$ cat config.mk
export PLATFORM = sky130hd
export DESIGN_NAME = energy_meter_pulse_backend
export DESIGN_NICKNAME = d
export VERILOG_FILES = /design/src/hw/emu_pkg.sv /design/src/hw/pulse_if.sv /design/src/hw/energy_meter_pulse_backend.sv /design/src/hw/pulse_gen.sv
export SDC_FILE = /design/constraint.sdc
export NUM_CORES = 2
export LEC_CHECK = 0
export ABC_CLOCK_PERIOD_IN_PS = 66600
export BUFFER_PORTS_ARGS = -buffer_cell sky130_fd_sc_hd__buf_2
export CAP_MARGIN = 30
export CORE_UTILIZATION = 70
export CTS_CLUSTER_DIAMETER = 100
export DETAILED_ROUTE_END_ITERATION = 7
export PLACE_DENSITY = 0.88
export SLEW_MARGIN = 20
export SYNTH_ARGS = -nofsm -noshare
export SYNTH_HDL_FRONTEND = slang
export SYNTH_SLANG_ARGS = --single-unit
$ cat constraint.sdc
create_clock -name sys_clk -period 66.6 [get_ports sys_clk]
set_input_delay 13.32 -clock sys_clk [delete_from_list [all_inputs] [get_ports sys_clk]]
set_output_delay 13.32 -clock sys_clk [all_outputs]
set_load 0.01 [all_outputs]
$ cat src/hw/emu_pkg.sv
// constants for the metering pulse back end
// ----------------------------------------------------------------
// Overview of operation
// - pulses are blocked when the run bit is clear or power sits below threshold
// - status shows live no-load bits for active and reactive power
// - negative-power bits refresh together with the matching pulse
// - channel comes from the select bit, or from tamper logic in auto mode
// - current-sum bit makes the front end use both current channels
// - tamper when channel difference reaches ratio threshold, 0x10 meaning 6.25%
// - both currents under the minimum current force channel 1 in auto mode
// - theft bit set on excess difference; greater bit 0 when channel 1 larger
// - auto mode makes select and sum bits read-only; select shows auto choice
// - filter-bypass bit 0 keeps the high-pass filter, 1 bypasses it
// - bypassed channels are corrected by their offset register
// - writing 0x01 to the trigger starts offset calibration, cleared to 0 at end
// - offset writes are ignored while calibration runs
// - calibration lasts about 0.6 s, scaled to the clock
// - active and reactive accumulate positive, absolute or algebraic, each own field
// - fast counters count overflows; reaching divider emits pulse, energy plus one
// - polarity bit 0 gives active-high pulses, 1 active-low
// - pulse width nominal 90 ms, adjusted by a two-bit select
// - periods below twice the selected pulse width (180 ms at select 0) give 50 percent duty
// - pulse events and sample updates raise event requests
// - zero-cross event on rising voltage when direction bit 0, falling when 1
// - five events share one flag register, write 1 clears a flag
// - a flag is set only when its enable bit is set
// ----------------------------------------------------------------
package emu_pkg;
  // register offsets
  localparam logic [7:0] A_CURRENT1_SAMPLE_WORD = 8'h00;
  localparam logic [7:0] A_CURRENT2_SAMPLE_WORD = 8'h01;
  localparam logic [7:0] A_SPL_U = 8'h02;
  localparam logic [7:0] A_EN_P = 8'h0D;
  localparam logic [7:0] A_EN_Q = 8'h0E;
  localparam logic [7:0] A_EN_S = 8'h0F;
  localparam logic [7:0] A_STATUS = 8'h40;
  localparam logic [7:0] A_CURRENT2_GAIN_TRIM = 8'h4A;
  localparam logic [7:0] A_OFF_I1 = 8'h4B;
  localparam logic [7:0] A_OFF_I2 = 8'h4C;
  localparam logic [7:0] A_OFF_U = 8'h4D;
  localparam logic [7:0] A_START = 8'h4E;
  localparam logic [7:0] A_PULSE_DIVIDER_CONSTANT = 8'h4F;
  localparam logic [7:0] A_RATIO = 8'h50;
  localparam logic [7:0] A_CHCTL = 8'h51;
  localparam logic [7:0] A_FILT = 8'h52;
  localparam logic [7:0] A_MODE = 8'h53;
  localparam logic [7:0] A_AUTO_DC_TRIGGER = 8'h54;
  localparam logic [7:0] A_CNT_P = 8'h55;
  localparam logic [7:0] A_CNT_Q = 8'h56;
  localparam logic [7:0] A_CNT_S = 8'h57;
  localparam logic [7:0] A_ADCCTL = 8'h58;
  localparam logic [7:0] A_MINCUR = 8'h59;
  localparam logic [7:0] A_EV_EN = 8'hA9;
  localparam logic [7:0] A_EV_FLAG = 8'hB1;
  // field positions
  localparam int B_ST_NOP = 0;
  localparam int B_ST_NOQ = 1;
  localparam int B_ST_ACTIVE_NEGATIVE_FLAG = 2;
  localparam int B_ST_REACTIVE_NEGATIVE_FLAG = 3;
  localparam int B_CH_CONV = 7;
  localparam int B_CH_THEFT_DETECTED = 6;
  localparam int B_CH_GT = 5;
  localparam int B_CH_SEL = 4;
  localparam int B_CH_SUM = 3;
  localparam int B_FI_POL = 6;
  localparam int B_FI_AUTO = 5;
  localparam int B_MO_ZXD = 3;
  localparam int B_MO_ACTIVE_ACCUMULATE_MODE = 4;
  localparam int B_MO_REACTIVE_ACCUMULATE_MODE = 6;
  localparam int B_AD_CFP = 6;
  localparam int B_EV_LOW = 3;
  localparam int B_EV_ZX = 3;
  localparam int B_EV_SPL = 4;
  localparam int B_EV_S = 5;
  localparam int B_EV_Q = 6;
  localparam int B_EV_P = 7;
  // reset values and calibration start code
  localparam logic [15:0] RST_WORD = 16'h0000;
  localparam logic [7:0] RST_BYTE = 8'h00;
  localparam logic [7:0] DC_START = 8'h01;
  // accumulation modes
  localparam logic [1:0] ACC_POS = 2'h0;
  localparam logic [1:0] ACC_ABS = 2'h1;
  localparam logic [1:0] ACC_ALG = 2'h2;
  // calibration averages 2**DC_LOG2 samples
  localparam int DC_LOG2 = 10;
  localparam int HPF_SHIFT = 8;
  // timing
  localparam int CLK_KHZ = 125000;
  localparam int PULSE_MS = 90;
  localparam int DC_MS = 600;
  localparam int PULSE_CYC = PULSE_MS * CLK_KHZ;
  localparam int DC_CYC = DC_MS * CLK_KHZ;
endpackage

$ cat src/hw/pulse_if.sv
// link between the top and one pulse generator
`timescale 1ns/100ps
interface pulse_if;
  logic ovf;
  logic ovf_neg;
  logic gate;
  logic [1:0] mode;
  logic [15:0] hf;
  logic [1:0] width_sel;
  logic polarity;
  logic cnt_wr;
  logic [15:0] cnt_wdata;
  logic [15:0] cnt;
  logic fire;
  logic fire_neg;
  logic pin;
  modport gen(input ovf, ovf_neg, gate, mode, hf, width_sel, polarity,
    cnt_wr, cnt_wdata, output cnt, fire, fire_neg, pin);
  modport ctl(output ovf, ovf_neg, gate, mode, hf, width_sel, polarity,
    cnt_wr, cnt_wdata, input cnt, fire, fire_neg, pin);
endinterface

$ cat src/hw/energy_meter_pulse_backend.sv
// metering back end: tamper select, offsets, pulses, events, registers
`timescale 1ns/100ps
module energy_meter_pulse_backend #(
  parameter int unsigned PULSE_CYCLES = emu_pkg::PULSE_CYC,
  parameter int unsigned AUTO_DC_TRIGGER_CYCLES = emu_pkg::DC_CYC
) (
  input wire logic sys_clk,
  input wire logic rst,
  input wire logic [7:0] reg_addr,
  input wire logic reg_wr,
  input wire logic [15:0] reg_wdata,
  output logic [23:0] reg_rdata,
  input wire logic [15:0] raw_i1,
  input wire logic [15:0] raw_i2,
  input wire logic [15:0] raw_u,
  input wire logic sample_valid,
  input wire logic [23:0] rms_i1,
  input wire logic [23:0] rms_i2,
  input wire logic [23:0] power_p,
  input wire logic [23:0] power_q,
  input wire logic [2:0] ovf_valid,
  input wire logic [2:0] ovf_neg,
  output logic active_pulse_out,
  output logic reactive_pulse_out,
  output logic apparent_pulse_out,
  output logic irq,
  output logic current_channel_out,
  output logic current_sum_out,
  output logic second_current_converter_on,
  output logic [15:0] current2_gain_trim,
  output logic [2:0] filter_bypass_out
);
  typedef enum logic [1:0] {
    DC_IDLE = 2'b00,
    DC_SUM = 2'b01,
    DC_WAIT = 2'b10
  } dc_state_t;

  function automatic logic [23:0] mag24(input logic [23:0] v);
    mag24 = v[23] ? 24'(-v) : v;
  endfunction

  localparam int DC_LOG2_W = emu_pkg::DC_LOG2 + 1;

  logic [15:0] start_r;
  logic [15:0] hf_r;
  logic [15:0] ratio_r;
  logic [15:0] mincur_r;
  logic [15:0] off_r [3];
  logic [7:0] filt_r;
  logic [7:0] mode_r;
  logic [7:0] adcctl_r;
  logic [7:0] dctrig_r;
  logic [7:0] ev_en_r;
  logic [7:0] ev_flag_r;
  logic [23:0] energy_r [3];
  logic [15:0] samp_w [3];
  logic [15:0] raw_a [3];
  logic [3:0] status_r;
  logic conv_on_r;
  logic sel_r;
  logic sum_r;
  logic theft_detected_r;
  logic gt_r;
  logic auto_on;
  logic wr_ok;
  logic [23:0] abs_p;
  logic [23:0] abs_q;
  logic [23:0] dif;
  logic [39:0] lim;
  logic below_min;
  logic tamper;
  logic [2:0] run;
  logic [2:0] gate;
  logic [7:0] ev_set;
  logic [7:0] ev_nxt;
  logic [23:0] rd_nxt;
  dc_state_t dc_state_r;
  logic [31:0] dc_tmr_r;
  logic [DC_LOG2_W-1:0] dc_cnt_r;
  logic signed [31:0] dc_sum_r [3];
  logic samp_v_r;
  logic u_neg_r;
  logic zx_ev;

  assign auto_on = filt_r[emu_pkg::B_FI_AUTO];
  assign wr_ok = reg_wr;
  assign raw_a[0] = raw_i1;
  assign raw_a[1] = raw_i2;
  assign raw_a[2] = raw_u;

  // ----------------------------------------------------------------
  // no-load and tamper comparisons
  // ----------------------------------------------------------------
  always_comb begin
    abs_p = mag24(power_p);
    abs_q = mag24(power_q);
    dif = (rms_i1 > rms_i2) ? rms_i1 - rms_i2 : rms_i2 - rms_i1;
    lim = ratio_r * ((rms_i1 > rms_i2) ? rms_i1 : rms_i2);
    below_min = (rms_i1 < {8'h00, mincur_r}) &&
      (rms_i2 < {8'h00, mincur_r});
    tamper = !below_min && ({8'h00, dif, 8'h00} >= lim);
    run = mode_r[2:0];
    gate[0] = run[0] && (abs_p >= {8'h00, start_r});
    gate[1] = run[1] && (abs_q >= {8'h00, start_r});
    // apparent is only held back when both powers are small
    gate[2] = run[2] && !((abs_p < {8'h00, start_r}) &&
      (abs_q < {8'h00, start_r}));
  end

  always_ff @(posedge sys_clk or posedge rst) begin
    if (rst) begin
      theft_detected_r <= 1'b0;
      gt_r <= 1'b0;
    end else begin
      theft_detected_r <= tamper;
      gt_r <= !(rms_i1 > rms_i2);
    end
  end

  // ----------------------------------------------------------------
  // channel control register
  // ----------------------------------------------------------------
  always_ff @(posedge sys_clk or posedge rst) begin
    if (rst) begin
      conv_on_r <= 1'b0;
      sel_r <= 1'b0;
      sum_r <= 1'b0;
    end else begin
      if (wr_ok && reg_addr == emu_pkg::A_CHCTL) begin
        conv_on_r <= reg_wdata[emu_pkg::B_CH_CONV];
      end
      if (auto_on) begin
        sel_r <= tamper && !below_min && (rms_i2 > rms_i1);
      end else if (wr_ok && reg_addr == emu_pkg::A_CHCTL) begin
        sel_r <= reg_wdata[emu_pkg::B_CH_SEL];
        sum_r <= reg_wdata[emu_pkg::B_CH_SUM];
      end
    end
  end

  always_ff @(posedge sys_clk or posedge rst) begin
    if (rst) begin
      current_channel_out <= 1'b0;
      current_sum_out <= 1'b0;
      second_current_converter_on <= 1'b0;
      filter_bypass_out <= 3'h0;
    end else begin
      current_channel_out <= sel_r;
      current_sum_out <= sum_r;
      second_current_converter_on <= conv_on_r;
      filter_bypass_out <= filt_r[2:0];
    end
  end

  // ----------------------------------------------------------------
  // plain configuration registers
  // ----------------------------------------------------------------
  always_ff @(posedge sys_clk or posedge rst) begin
    if (rst) begin
      start_r <= emu_pkg::RST_WORD;
      hf_r <= emu_pkg::RST_WORD;
      ratio_r <= emu_pkg::RST_WORD;
      mincur_r <= emu_pkg::RST_WORD;
      current2_gain_trim <= emu_pkg::RST_WORD;
      filt_r <= emu_pkg::RST_BYTE;
      mode_r <= emu_pkg::RST_BYTE;
      adcctl_r <= emu_pkg::RST_BYTE;
      ev_en_r <= emu_pkg::RST_BYTE;
    end else if (wr_ok) begin
      unique case (reg_addr)
        emu_pkg::A_START: start_r <= reg_wdata;
        emu_pkg::A_PULSE_DIVIDER_CONSTANT: hf_r <= reg_wdata;
        emu_pkg::A_RATIO: ratio_r <= reg_wdata;
        emu_pkg::A_MINCUR: mincur_r <= reg_wdata;
        emu_pkg::A_CURRENT2_GAIN_TRIM: current2_gain_trim <= reg_wdata;
        emu_pkg::A_FILT: filt_r <= reg_wdata[7:0];
        emu_pkg::A_MODE: mode_r <= reg_wdata[7:0];
        emu_pkg::A_ADCCTL: adcctl_r <= reg_wdata[7:0];
        emu_pkg::A_EV_EN: ev_en_r <= {reg_wdata[7:3], 3'h0};
        default: ;
      endcase
    end
  end

  // ----------------------------------------------------------------
  // high-pass filter or offset correction per channel
  // ----------------------------------------------------------------
  for (genvar g = 0; g < 3; g++) begin : g_chan
    logic [23:0] dc_r;
    logic [15:0] samp_r;
    logic [23:0] x_ext;
    assign x_ext = {{8{raw_a[g][15]}}, raw_a[g]};
    always_ff @(posedge sys_clk or posedge rst) begin
      if (rst) begin
        dc_r <= 24'h000000;
        samp_r <= emu_pkg::RST_WORD;
      end else if (sample_valid) begin
        // dc_r holds the running mean scaled up by the filter shift
        dc_r <= dc_r + x_ext - 24'($signed(dc_r) >>> emu_pkg::HPF_SHIFT);
        if (filt_r[g]) begin
          samp_r <= raw_a[g] + off_r[g];
        end else begin
          samp_r <= raw_a[g] - dc_r[23:8];
        end
      end
    end
    assign samp_w[g] = samp_r;
  end

  // ----------------------------------------------------------------
  // automatic offset calibration
  // ----------------------------------------------------------------
  // offsets are the negated mean of raw samples, inputs must be quiet
  always_ff @(posedge sys_clk or posedge rst) begin
    if (rst) begin
      dc_state_r <= DC_IDLE;
      dctrig_r <= emu_pkg::RST_BYTE;
      dc_tmr_r <= 32'h00000000;
      dc_cnt_r <= '0;
    end else begin
      unique case (dc_state_r)
        DC_IDLE: begin
          if (wr_ok && reg_addr == emu_pkg::A_AUTO_DC_TRIGGER) begin
            dctrig_r <= reg_wdata[7:0];
            if (reg_wdata[7:0] == emu_pkg::DC_START) begin
              dc_state_r <= DC_SUM;
              dc_tmr_r <= 32'h00000000;
              dc_cnt_r <= '0;
            end
          end
        end
        DC_SUM: begin
          dc_tmr_r <= dc_tmr_r + 32'h00000001;
          if (sample_valid) begin
            dc_cnt_r <= dc_cnt_r + 1'b1;
          end
          if (dc_cnt_r[emu_pkg::DC_LOG2]) begin
            dc_state_r <= DC_WAIT;
          end
        end
        DC_WAIT: begin
          if (dc_tmr_r >= AUTO_DC_TRIGGER_CYCLES - 1) begin
            dc_state_r <= DC_IDLE;
            dctrig_r <= emu_pkg::RST_BYTE;
          end else begin
            dc_tmr_r <= dc_tmr_r + 32'h00000001;
          end
        end
        default: dc_state_r <= DC_IDLE;
      endcase
    end
  end

  always_ff @(posedge sys_clk or posedge rst) begin
    if (rst) begin
      for (int i = 0; i < 3; i++) begin
        off_r[i] <= emu_pkg::RST_WORD;
        dc_sum_r[i] <= 32'sh00000000;
      end
    end else if (dc_state_r == DC_SUM) begin
      for (int i = 0; i < 3; i++) begin
        if (dc_cnt_r[emu_pkg::DC_LOG2]) begin
          off_r[i] <= 16'(-(dc_sum_r[i] >>> emu_pkg::DC_LOG2));
        end else if (sample_valid) begin
          dc_sum_r[i] <= dc_sum_r[i] + 32'($signed(raw_a[i]));
        end
      end
    end else begin
      for (int i = 0; i < 3; i++) begin
        dc_sum_r[i] <= 32'sh00000000;
      end
      // writes are dropped while the trigger still reads one
      if (wr_ok && dctrig_r != emu_pkg::DC_START) begin
        if (reg_addr == emu_pkg::A_OFF_I1) off_r[0] <= reg_wdata;
        if (reg_addr == emu_pkg::A_OFF_I2) off_r[1] <= reg_wdata;
        if (reg_addr == emu_pkg::A_OFF_U) off_r[2] <= reg_wdata;
      end
    end
  end

  // ----------------------------------------------------------------
  // pulse generators and energy totals
  // ----------------------------------------------------------------
  pulse_if pif[3] ();

  for (genvar g = 0; g < 3; g++) begin : g_pulse
    assign pif[g].ovf = ovf_valid[g];
    assign pif[g].ovf_neg = ovf_neg[g];
    assign pif[g].gate = gate[g];
    assign pif[g].hf = hf_r;
    assign pif[g].width_sel = adcctl_r[emu_pkg::B_AD_CFP +: 2];
    assign pif[g].polarity = filt_r[emu_pkg::B_FI_POL];
    assign pif[g].cnt_wr = wr_ok &&
      reg_addr == emu_pkg::A_CNT_P + 8'(g);
    assign pif[g].cnt_wdata = reg_wdata;
    pulse_gen #(.WIDTH_CYCLES(PULSE_CYCLES)) u_gen (
      .sys_clk(sys_clk),
      .rst(rst),
      .p(pif[g])
    );
    always_ff @(posedge sys_clk or posedge rst) begin
      if (rst) begin
        energy_r[g] <= 24'h000000;
      end else if (pif[g].fire) begin
        energy_r[g] <= energy_r[g] + 24'h000001;
      end
    end
  end

  assign pif[0].mode = mode_r[emu_pkg::B_MO_ACTIVE_ACCUMULATE_MODE +: 2];
  assign pif[1].mode = mode_r[emu_pkg::B_MO_REACTIVE_ACCUMULATE_MODE +: 2];
  assign pif[2].mode = emu_pkg::ACC_POS;
  assign active_pulse_out = pif[0].pin;
  assign reactive_pulse_out = pif[1].pin;
  assign apparent_pulse_out = pif[2].pin;

  // ----------------------------------------------------------------
  // status
  // ----------------------------------------------------------------
  always_ff @(posedge sys_clk or posedge rst) begin
    if (rst) begin
      status_r <= 4'h0;
    end else begin
      status_r[emu_pkg::B_ST_NOP] <= abs_p < {8'h00, start_r};
      status_r[emu_pkg::B_ST_NOQ] <= abs_q < {8'h00, start_r};
      if (pif[0].fire) begin
        status_r[emu_pkg::B_ST_ACTIVE_NEGATIVE_FLAG] <= pif[0].fire_neg;
      end
      if (pif[1].fire) begin
        status_r[emu_pkg::B_ST_REACTIVE_NEGATIVE_FLAG] <= pif[1].fire_neg;
      end
    end
  end

  // ----------------------------------------------------------------
  // events
  // ----------------------------------------------------------------
  always_ff @(posedge sys_clk or posedge rst) begin
    if (rst) begin
      samp_v_r <= 1'b0;
      u_neg_r <= 1'b0;
    end else begin
      samp_v_r <= sample_valid;
      if (samp_v_r) begin
        u_neg_r <= samp_w[2][15];
      end
    end
  end

  assign zx_ev = samp_v_r && (mode_r[emu_pkg::B_MO_ZXD] ?
    (!u_neg_r && samp_w[2][15]) : (u_neg_r && !samp_w[2][15]));

  always_comb begin
    ev_set = 8'h00;
    ev_set[emu_pkg::B_EV_P] = pif[0].fire;
    ev_set[emu_pkg::B_EV_Q] = pif[1].fire;
    ev_set[emu_pkg::B_EV_S] = pif[2].fire;
    ev_set[emu_pkg::B_EV_SPL] = samp_v_r;
    ev_set[emu_pkg::B_EV_ZX] = zx_ev;
    ev_nxt = ev_flag_r;
    if (wr_ok && reg_addr == emu_pkg::A_EV_FLAG) begin
      ev_nxt = ev_nxt & ~reg_wdata[7:0];
    end
    // a set in the clearing cycle wins
    ev_nxt = ev_nxt | (ev_set & ev_en_r);
  end

  always_ff @(posedge sys_clk or posedge rst) begin
    if (rst) begin
      ev_flag_r <= emu_pkg::RST_BYTE;
      irq <= 1'b0;
    end else begin
      ev_flag_r <= ev_nxt;
      irq <= |ev_nxt;
    end
  end

  // ----------------------------------------------------------------
  // read back
  // ----------------------------------------------------------------
  always_comb begin
    rd_nxt = 24'h000000;
    unique case (reg_addr)
      emu_pkg::A_CURRENT1_SAMPLE_WORD: rd_nxt = {8'h00, samp_w[0]};
      emu_pkg::A_CURRENT2_SAMPLE_WORD: rd_nxt = {8'h00, samp_w[1]};
      emu_pkg::A_SPL_U: rd_nxt = {8'h00, samp_w[2]};
      emu_pkg::A_EN_P: rd_nxt = energy_r[0];
      emu_pkg::A_EN_Q: rd_nxt = energy_r[1];
      emu_pkg::A_EN_S: rd_nxt = energy_r[2];
      emu_pkg::A_STATUS: rd_nxt = {20'h00000, status_r};
      emu_pkg::A_CURRENT2_GAIN_TRIM: rd_nxt = {8'h00, current2_gain_trim};
      emu_pkg::A_OFF_I1: rd_nxt = {8'h00, off_r[0]};
      emu_pkg::A_OFF_I2: rd_nxt = {8'h00, off_r[1]};
      emu_pkg::A_OFF_U: rd_nxt = {8'h00, off_r[2]};
      emu_pkg::A_START: rd_nxt = {8'h00, start_r};
      emu_pkg::A_PULSE_DIVIDER_CONSTANT: rd_nxt = {8'h00, hf_r};
      emu_pkg::A_RATIO: rd_nxt = {8'h00, ratio_r};
      emu_pkg::A_CHCTL: rd_nxt = {16'h0000, conv_on_r, theft_detected_r, gt_r,
        sel_r, sum_r, 3'h0};
      emu_pkg::A_FILT: rd_nxt = {16'h0000, filt_r};
      emu_pkg::A_MODE: rd_nxt = {16'h0000, mode_r};
      emu_pkg::A_AUTO_DC_TRIGGER: rd_nxt = {16'h0000, dctrig_r};
      emu_pkg::A_CNT_P: rd_nxt = {8'h00, pif[0].cnt};
      emu_pkg::A_CNT_Q: rd_nxt = {8'h00, pif[1].cnt};
      emu_pkg::A_CNT_S: rd_nxt = {8'h00, pif[2].cnt};
      emu_pkg::A_ADCCTL: rd_nxt = {16'h0000, adcctl_r};
      emu_pkg::A_MINCUR: rd_nxt = {8'h00, mincur_r};
      emu_pkg::A_EV_EN: rd_nxt = {16'h0000, ev_en_r};
      emu_pkg::A_EV_FLAG: rd_nxt = {16'h0000, ev_flag_r};
      default: rd_nxt = 24'h000000;
    endcase
  end

  always_ff @(posedge sys_clk or posedge rst) begin
    if (rst) begin
      reg_rdata <= 24'h000000;
    end else begin
      reg_rdata <= rd_nxt;
    end
  end
endmodule

$ cat src/hw/pulse_gen.sv
// fast pulse counter and pulse shaper for one energy quantity
`timescale 1ns/100ps
module pulse_gen #(
  parameter int unsigned WIDTH_CYCLES = emu_pkg::PULSE_CYC
) (
  input wire logic sys_clk,
  input wire logic rst,
  pulse_if.gen p
);
  logic [15:0] delta;
  logic [15:0] cnt_nxt;
  logic [15:0] mag;
  logic hit;
  logic [31:0] w;
  logic [31:0] per_r;
  logic [31:0] hold_r;
  logic [31:0] hold_nxt;

  always_comb begin
    delta = 16'h0000;
    if (p.ovf && p.gate) begin
      unique case (p.mode)
        emu_pkg::ACC_ABS: delta = 16'h0001;
        emu_pkg::ACC_ALG: delta = p.ovf_neg ? 16'hFFFF : 16'h0001;
        default: delta = p.ovf_neg ? 16'h0000 : 16'h0001;
      endcase
    end
    cnt_nxt = p.cnt + delta;
    mag = cnt_nxt[15] ? 16'(-cnt_nxt) : cnt_nxt;
    hit = p.ovf && p.gate && (mag >= p.hf);
  end

  // ----------------------------------------------------------------
  // counter
  // ----------------------------------------------------------------
  always_ff @(posedge sys_clk or posedge rst) begin
    if (rst) begin
      p.cnt <= emu_pkg::RST_WORD;
    end else if (p.cnt_wr) begin
      p.cnt <= p.cnt_wdata;
    end else if (hit) begin
      p.cnt <= cnt_nxt[15] ? cnt_nxt + p.hf : cnt_nxt - p.hf;
    end else begin
      p.cnt <= cnt_nxt;
    end
  end

  always_ff @(posedge sys_clk or posedge rst) begin
    if (rst) begin
      p.fire <= 1'b0;
      p.fire_neg <= 1'b0;
    end else begin
      p.fire <= hit;
      p.fire_neg <= hit & cnt_nxt[15];
    end
  end

  // ----------------------------------------------------------------
  // shaper
  // ----------------------------------------------------------------
  // a fresh pulse restarts the shaper even mid-pulse, merging into the pulse still running
  assign w = WIDTH_CYCLES >> p.width_sel;

  always_comb begin
    hold_nxt = hold_r;
    if (hit) begin
      if (per_r < {w[30:0], 1'b0}) begin
        hold_nxt = (per_r > 32'h00000001) ? per_r >> 1 : 32'h00000001;
      end else begin
        hold_nxt = (w != 32'h00000000) ? w : 32'h00000001;
      end
    end else if (hold_r != 32'h00000000) begin
      hold_nxt = hold_r - 32'h00000001;
    end
  end

  always_ff @(posedge sys_clk or posedge rst) begin
    if (rst) begin
      per_r <= 32'hFFFFFFFF;
      hold_r <= 32'h00000000;
    end else begin
      if (hit) begin
        per_r <= 32'h00000001;
      end else if (per_r != 32'hFFFFFFFF) begin
        per_r <= per_r + 32'h00000001;
      end
      hold_r <= hold_nxt;
    end
  end

  always_ff @(posedge sys_clk or posedge rst) begin
    if (rst) begin
      p.pin <= 1'b0;
    end else begin
      p.pin <= p.polarity ^ (hold_nxt != 32'h00000000);
    end
  end
endmodule

# --- Word level (Yosys, flattened, before mapping) ---
# Index checks and enable logic that the tools add are counted.
totals:
  regBits: 796
  input_bits: 178
  wordCells: 332
classes:
  add_sub_neg: 45
  mul: 1
  n_lt_le_gt_ge: 19
  eq_ne: 42
  shift: 1
  n_mux: 84
  bitwise_logic: 10
  reduce_logical: 68
op_table:
  columns: ["cell", "n"]
  rows:
  - ["$mux W32", 25]
  - ["$pmux W24 S25", 1]
  - ["$mux W16", 26]
  - ["$reduce_bool A32 Y1", 7]
  - ["$add A16 B16 Y16", 9]
  - ["$eq A8 B7 Y1 const B", 17]
  - ["$add A32 B1 Y32 const B", 4]
  - ["$sub A24 B24 Y24", 5]
  - ["$add A32 B16 Y32", 3]
  - ["$gt A32 B1 Y1 const B", 3]
  - ["$lt A24 B16 Y1", 4]
  - ["$lt A32 B32 Y1", 3]
  - ["$mux W24", 4]
  - ["$mux W48", 2]
  - ["$mux W96", 1]
  - ["$ne A32 B32 Y1 const B", 3]
  - ["$neg A16 Y16", 6]
  - ["$pmux W32 S3", 1]
  - ["$sub A16 B16 Y16", 6]
  - ["$sub A32 B1 Y32 const B", 3]
  - ["$mux W31", 3]
  - ["$add A24 B1 Y24 const B", 3]
  - ["$add A24 B24 Y24", 3]
  - ["$pmux W16 S2", 2]
  - ["other kinds (40)", 126]

# --- Logic depth before layout (Yosys ltp) ---
depth:
  word_depth: 16
  mapped_depth: 50
  mapped_depth_nobuf: 47

# --- Hierarchy ---
# From an unflattened synthesis, not the netlist that was laid out.
hier_totals:
  hier_cells: 8989
  area_unflattened_um2: 76871.2
by_module_without_submodules:
  columns: ["mod", "n_inst", "cells_each", "area_per_inst_um2", "seq_area_each_um2"]
  rows:
  - ["energy_meter_pulse_backend", 1, 6046, 53093.4, 13262.7]
  - ["pulse_gen at g_pulse[0].u_gen ...", 2, 989, 7963.9, 2117.0]
  - ["pulse_gen at g_pulse[2].u_gen", 1, 965, 7850.0, 2117.0]

# --- Worst setup path after synthesis ---
# OpenSTA, ideal clock, no wires.
synth_path:
  path_type: "input port to flip-flop"
  from: "input port rms_i1[23]"
  to: "register sel_r"
  arrival_ns: 23.656
  required_time_ns: 66.534
  slack_ns: 42.878
  path_stages: 44
  n_path_buf: 5
  path_cell_list: "inv_1 ha_1 clkbuf_1 nand4_1 or3_1 o2bb2ai_1 o21a_1 clkbuf_1 clkbuf_1 buf_1 nand2_1 o21ai_0 clkbuf_1 nand2_1 fa_1 fa_1 fa_1 inv_1 [... 8 more ...] nor3b_1 a211oi_1 nor3_1 nor2_1 a31o_2 a21oi_1 o21ai_0 a21oi_1 xor2_1 ha_1 nand4_1 nor4_1 o211ai_1 a211o_1 a2111oi_0 nand4_1 nor4_1 a41o_1"
synth_via:
  elab_chain_cells: 8
  elab_cells_between_ends: 15
synth_lines:
  columns: ["item", "line", "source"]
  rows:
  - ["start, declared", "energy_meter_pulse_backend.sv:17", "input wire logic [23:0] rms_i1,"]
  - ["$gt A24 B24 Y1", "energy_meter_pulse_backend.sv:98, energy_meter_pulse_backend.sv:99", null]
  - ["$mux W24", "energy_meter_pulse_backend.sv:99", "lim = ratio_r * ((rms_i1 > rms_i2) ? rms_i1 : rms_i2);"]
  - ["$mul A16 B24 Y40", "energy_meter_pulse_backend.sv:99", null]
  - ["$ge A32 B40 Y1", "energy_meter_pulse_backend.sv:102", "tamper = !below_min && ({8'h00, dif, 8'h00} >= lim);"]
  - ["$logic_and A1 B1 Y1", "energy_meter_pulse_backend.sv:102", null]
  - ["$logic_and A1 B1 Y1", "energy_meter_pulse_backend.sv:134", "sel_r <= tamper && !below_min && (rms_i2 > rms_i1);"]
  - ["$logic_and A1 B1 Y1 *", "energy_meter_pulse_backend.sv:134", null]
  - ["$mux W1 *", "energy_meter_pulse_backend.sv:133", "if (auto_on) begin"]
  - ["end signal, assigned", "energy_meter_pulse_backend.sv:134", null]
  - ["end signal, assigned", "energy_meter_pulse_backend.sv:136", "sel_r <= reg_wdata[emu_pkg::B_CH_SEL];"]
  - ["end, declared", "energy_meter_pulse_backend.sv:61", "logic sel_r;"]
# Mark *: on every way between the ends. The rest lies on a longest branch, timed or not.
# A chain may end at the register's enable or synchronous reset.

# --- Worst setup path after layout ---
layout_path:
  from: "input port rms_i1[0]"
  to: "register sel_r"
# The elaborated chain is that of the path after synthesis.

==> results.txt <==
----------------------------------------------------
[STA]
  Endpoints failing setup ... 0
  Pins over their slew limit ... 0
  Share of the clock period used by the worst path ... 36.4%
  Achievable clock frequency ... 0.0413 GHz
  Final critical delay including setup and external delays ... 24.24 ns
  Setup TNS Final ... 0 ns
  Setup repair after global routing missed its margin ... false
  Tightest Pin Transition ... 1.14 ns
  Final Hold Violating Endpoints ... 0
  Final clock skew ... 0.0399 ns
  Worst-case headroom to the max-slew limit ... 23.7%

[Synth]
  Xor/xnor share of the synthesized area ... 8.11%
  Primary flip-flop cell chosen by synthesis mapping ... dfrtp_1
  Count of flip-flops with a built-in enable after synthesis ... 0
  Sequential-to-total area share from yosys stat ... 26.1%
  Synth Area in Adders ... 21.7%
  Synthesized netlist cell count ... 8757
  Combinational family with the most area after synthesis ... adder cells
  Synth Register Bits ... 778
  Share of the synthesized area in compound gates (AO/OA/AOI/OAI) ... 15.0%
  Number of distinct standard cells referenced by the synthesized netlist ... 100
  Multiplexer fraction of the synthesized cell area ... 4.15%
  Proportion of register bits with asynchronous set or reset after synthesis ... 100%
  Post-synthesis share of cell area spent on and, or, nand and nor gates ... 18.8%
  Nets in the synthesized netlist ... 10000
  Syn avg cell area ... 8.58 um^2
  Warning count from the yosys run ... 0
  Synthesized area ... 75100 um^2

[CTS]
  Cell chosen for the clock root ... clkbuf_16
  Clock insertion delay at the later pin of the skew report ... 0.70 ns
  Cts bufs inserted ... 89
  Number of gates resized after CTS ... 0
  Maximum level of the CTS H-tree ... 3
  Total setup buffers inserted after CTS ... 0
  Clock tree from TritonCTS ... yes
  Clock Path Buffers ... 3
  Worst-path clk slew ... 0.07 ns
  Total clock sinks ... 778
  Hold_buf cts ... 0

[Floorplanning]
  Ports ... 228
  Standard-cell rows ... 119
  Die outline height ... 330 um
  Die Area ... 109000 um^2
  Initial Util ... 71.0%
  Core box area ... 106000 um^2
  Die width ... 330 um

[Cells and area]
  Post-layout nets ... 10100
  FILL cells ... 7542
  Fraction of final layout cells with drive strength greater than 1 ... 9.62%
  Area overhead of the layout relative to synthesis ... 8.03%

[Worst hold path]
  Hold Path Depth ... 0
  Classification of the worst-slack hold path ... reg -> reg

[Routing]
  Vias after detailed routing ... 68800
  DRC violations left ... 10
  Number of DRC markers in iteration 0 ... 8449
  Routed via count divided by cell count ... 6.65
  Post-detailed-route count of antenna-violating nets ... 0
  Routed len/inst ... 23.9 um
  First drt pass iteration count ... 8
  Total wire length after detailed routing ... 247000 um

[Place]
  Detailed-placement wirelength estimate ... 186000 um
  Count of buffers inserted at the top-level ports ... 227
  Final weighted congestion in routability-driven placement ... 1.06

[Status]
  Failing checks ... DRC
  Status ... complete, but fails checks

[GRT]
  Global route hottest layer ... met2
  GR Layer Usage met3 ... 13.9%
  Overall Global Routing Usage ... 45.2%
  Final global-route overflow total ... 0
  First-pass GRT wire length ... 379000 um
  Vias in the first global route ... 67200
  Met1 layer usage reported by global route ... 56.7%
  Maximum number of pins on one net before global-route repair ... 170
  Antenna violations before repair ... 30
  GR met2 Demand/Resource ... 68.5%

[Critical path]
  Cell with the largest stage delay on the worst path ... fa_1
  Data required time of the worst path ... 67.24 ns
  Critical path capture point type ... flip-flop
  Max incr delay on CP ... 0.57 ns
  Critical path type ... in -> reg
  Count of cells along the worst register-to-register path ... 35
  Peak fanout along the critical path ... 44
  Type of origin of the critical path ... input port
  Cell repeated most along the worst path ... fa_1
  Number of cells on the critical path ... 44
  Family with the most delay on the worst path ... adder cells
  Worst Path Arrival ... 24.88 ns
  Buf/Inv on CP ... 8

[Power]
  Lkg Pwr ... 37.4 nW
  Overall power of the completed layout ... 3.19 mW
  Areal power density over the cells ... 39.3 nW/um^2
  Worst vdd ir ... 0.0000370 V

[Flow run]
  Maximum Capacitance Violations ... 0

----------------------------------------------------
-- flip-flops by register name, indices dropped and copies added, names as in the netlist, 11 cells and up --
name                  flops
current2_gain_trim       16
dc_cnt_r                 11
dc_sum_r                 78
dc_tmr_r                 32
energy_r                 72
g_chan.dc_r              72
g_chan.samp_r            48
g_pulse.u_gen.hold_r     96
g_pulse.u_gen.p.cnt      48
g_pulse.u_gen.per_r      96
hf_r                     16
mincur_r                 16
off_r                    48
ratio_r                  16
reg_rdata                24
start_r                  16
-- Yosys cell counts (18+ instances only) --
master    number  area share, %
and2_1       186            1.5
o21a_1        55           0.55
o21ai_0      421            2.8
or3_1        113           0.94
buf_1         34           0.17
nand2_1      958            4.8
a31oi_1       77           0.64
nor4_1       113           0.94
a21oi_1      525            3.5
a221oi_1      41           0.48
dfstp_2       96            3.4
dfrtp_1      682             23
ha_1         680             11
o31ai_1       42           0.42
mux2_2       189            2.8
a21o_1       124            1.2
a22o_1        32           0.37
clkbuf_1     264            1.3
or4_1         46           0.46
a211oi_1      52           0.52
or2_2         18           0.15
o211ai_1      32           0.32
xnor2_1      505            5.9
nor3_1       206            1.4
inv_1        897            4.5
nor2_1       626            3.1
nand2b_1      63           0.52
and3_1        76           0.63
a211o_1       23           0.27
buf_2         26           0.17
mux2i_1       97            1.3
nor2b_1       85           0.71
xor2_1       185            2.2
fa_1         388             10
nand3_1      230            1.5
a22oi_1       75           0.75
o21bai_1      48           0.48
a222oi_1      28           0.37
nand4_1      128            1.1
-- worst reg2reg max path, delay by kind of cell, from the launching register on --
| kind | cells | cell delay, ns |
|---|---|---|
| xor gates and xnor gates | 3 | 0.45 |
| DFF | 1 | 0.55 |
| adders and majority gates | 3 | 1.03 |
| and+or+nand+nor | 9 | 2.61 |
| AOI/OAI and AO/OA | 14 | 3.19 |
| buffers and inverters | 6 | 2.23 |
-- metal layers --
metal	wire length (um)	vias to the layer above
met3	31400	1093
met4	17900	22
met1	90600	33000
met5	155	-
li1	-	30500
met2	107000	4130
-- cell families (layout without fill, tap and decap cells) --
logic type | count (synthesis) | after routing
buffers and inverters | 1228 | 1407
flip-flops | 778 | 778
other | 0 | 18
AO/OA/AOI/OAI | 1769 | 1769
multiplexers | 287 | 287
adder cells (fa/ha/maj) | 1068 | 1068
XOR/XNOR | 693 | 693
AND/OR/NAND/NOR | 2934 | 2934
-- per-stage QoR --
step / worst slack [ns] / utilization [%] / cells / cell area, um^2 / hold WS, ns
detailed placement: 41.80 / 73.5 / 10200 / 77800 / 0.438
global route: 41.70 / 76.6 / 10300 / 81100 / 0.462
finish: 42.36 / 76.7 / 10300 / 81200 / 0.464
CTS: 42.48 / 76.5 / 10300 / 81000 / 0.445
floorplan: 31.60 / - / 8757 / 75100 / 0.369
global placement: 41.76 / 73.3 / 10100 / 77600 / 0.436
-- layout make-up --
class	instances	area, um^2	area share [%]
Inverter	900	3390	4.17
Multi-Input combinational cell	6751	51000	62.8
Sequential cell	778	19600	24.1
Tap cell	1391	1740	2.14
Timing Repair Buffer	341	2200	2.71
Clock buffer	128	2610	3.21
Antenna cell	18	45.0	0.0555
Clock inverter	38	599	0.738
-- power by group --
part	switching (mW)	total [mW]	internal [mW]	leakage, nW
Clock	0.222	0.547	0.324	1.56
Combinational	1.05	1.82	0.768	26.2
Sequential	0.199	0.826	0.627	9.69
-- placed cells by master (no fill, tap or decap), drive strengths merged, types with 206 or more instances in the layout --
master  synthesis  routed
a21oi         525     525
buf            63     340
dfrtp         682     682
fa            388     388
ha            680     680
inv           897     900
nand2         959     959
nand3         230     230
nor2          627     627
nor3          206     206
o21ai         430     430
xnor2         506     506
-- final timing paths --
check	startpoint	endpoint	slack, ns
min reg2reg	conv_on_r	second_current_converter_on	0.46
max	rms_i1[0]	sel_r	42.36
min	conv_on_r	second_current_converter_on	0.46
max in group asynchronous	rst	g_pulse[0].u_gen.hold_r[11]	51.00
max reg2reg	start_r[6]	g_pulse[0].u_gen.p.pin	56.37
min in group asynchronous	rst	dc_sum_r[33]	12.77
Power figures use the tool's default switching activity.
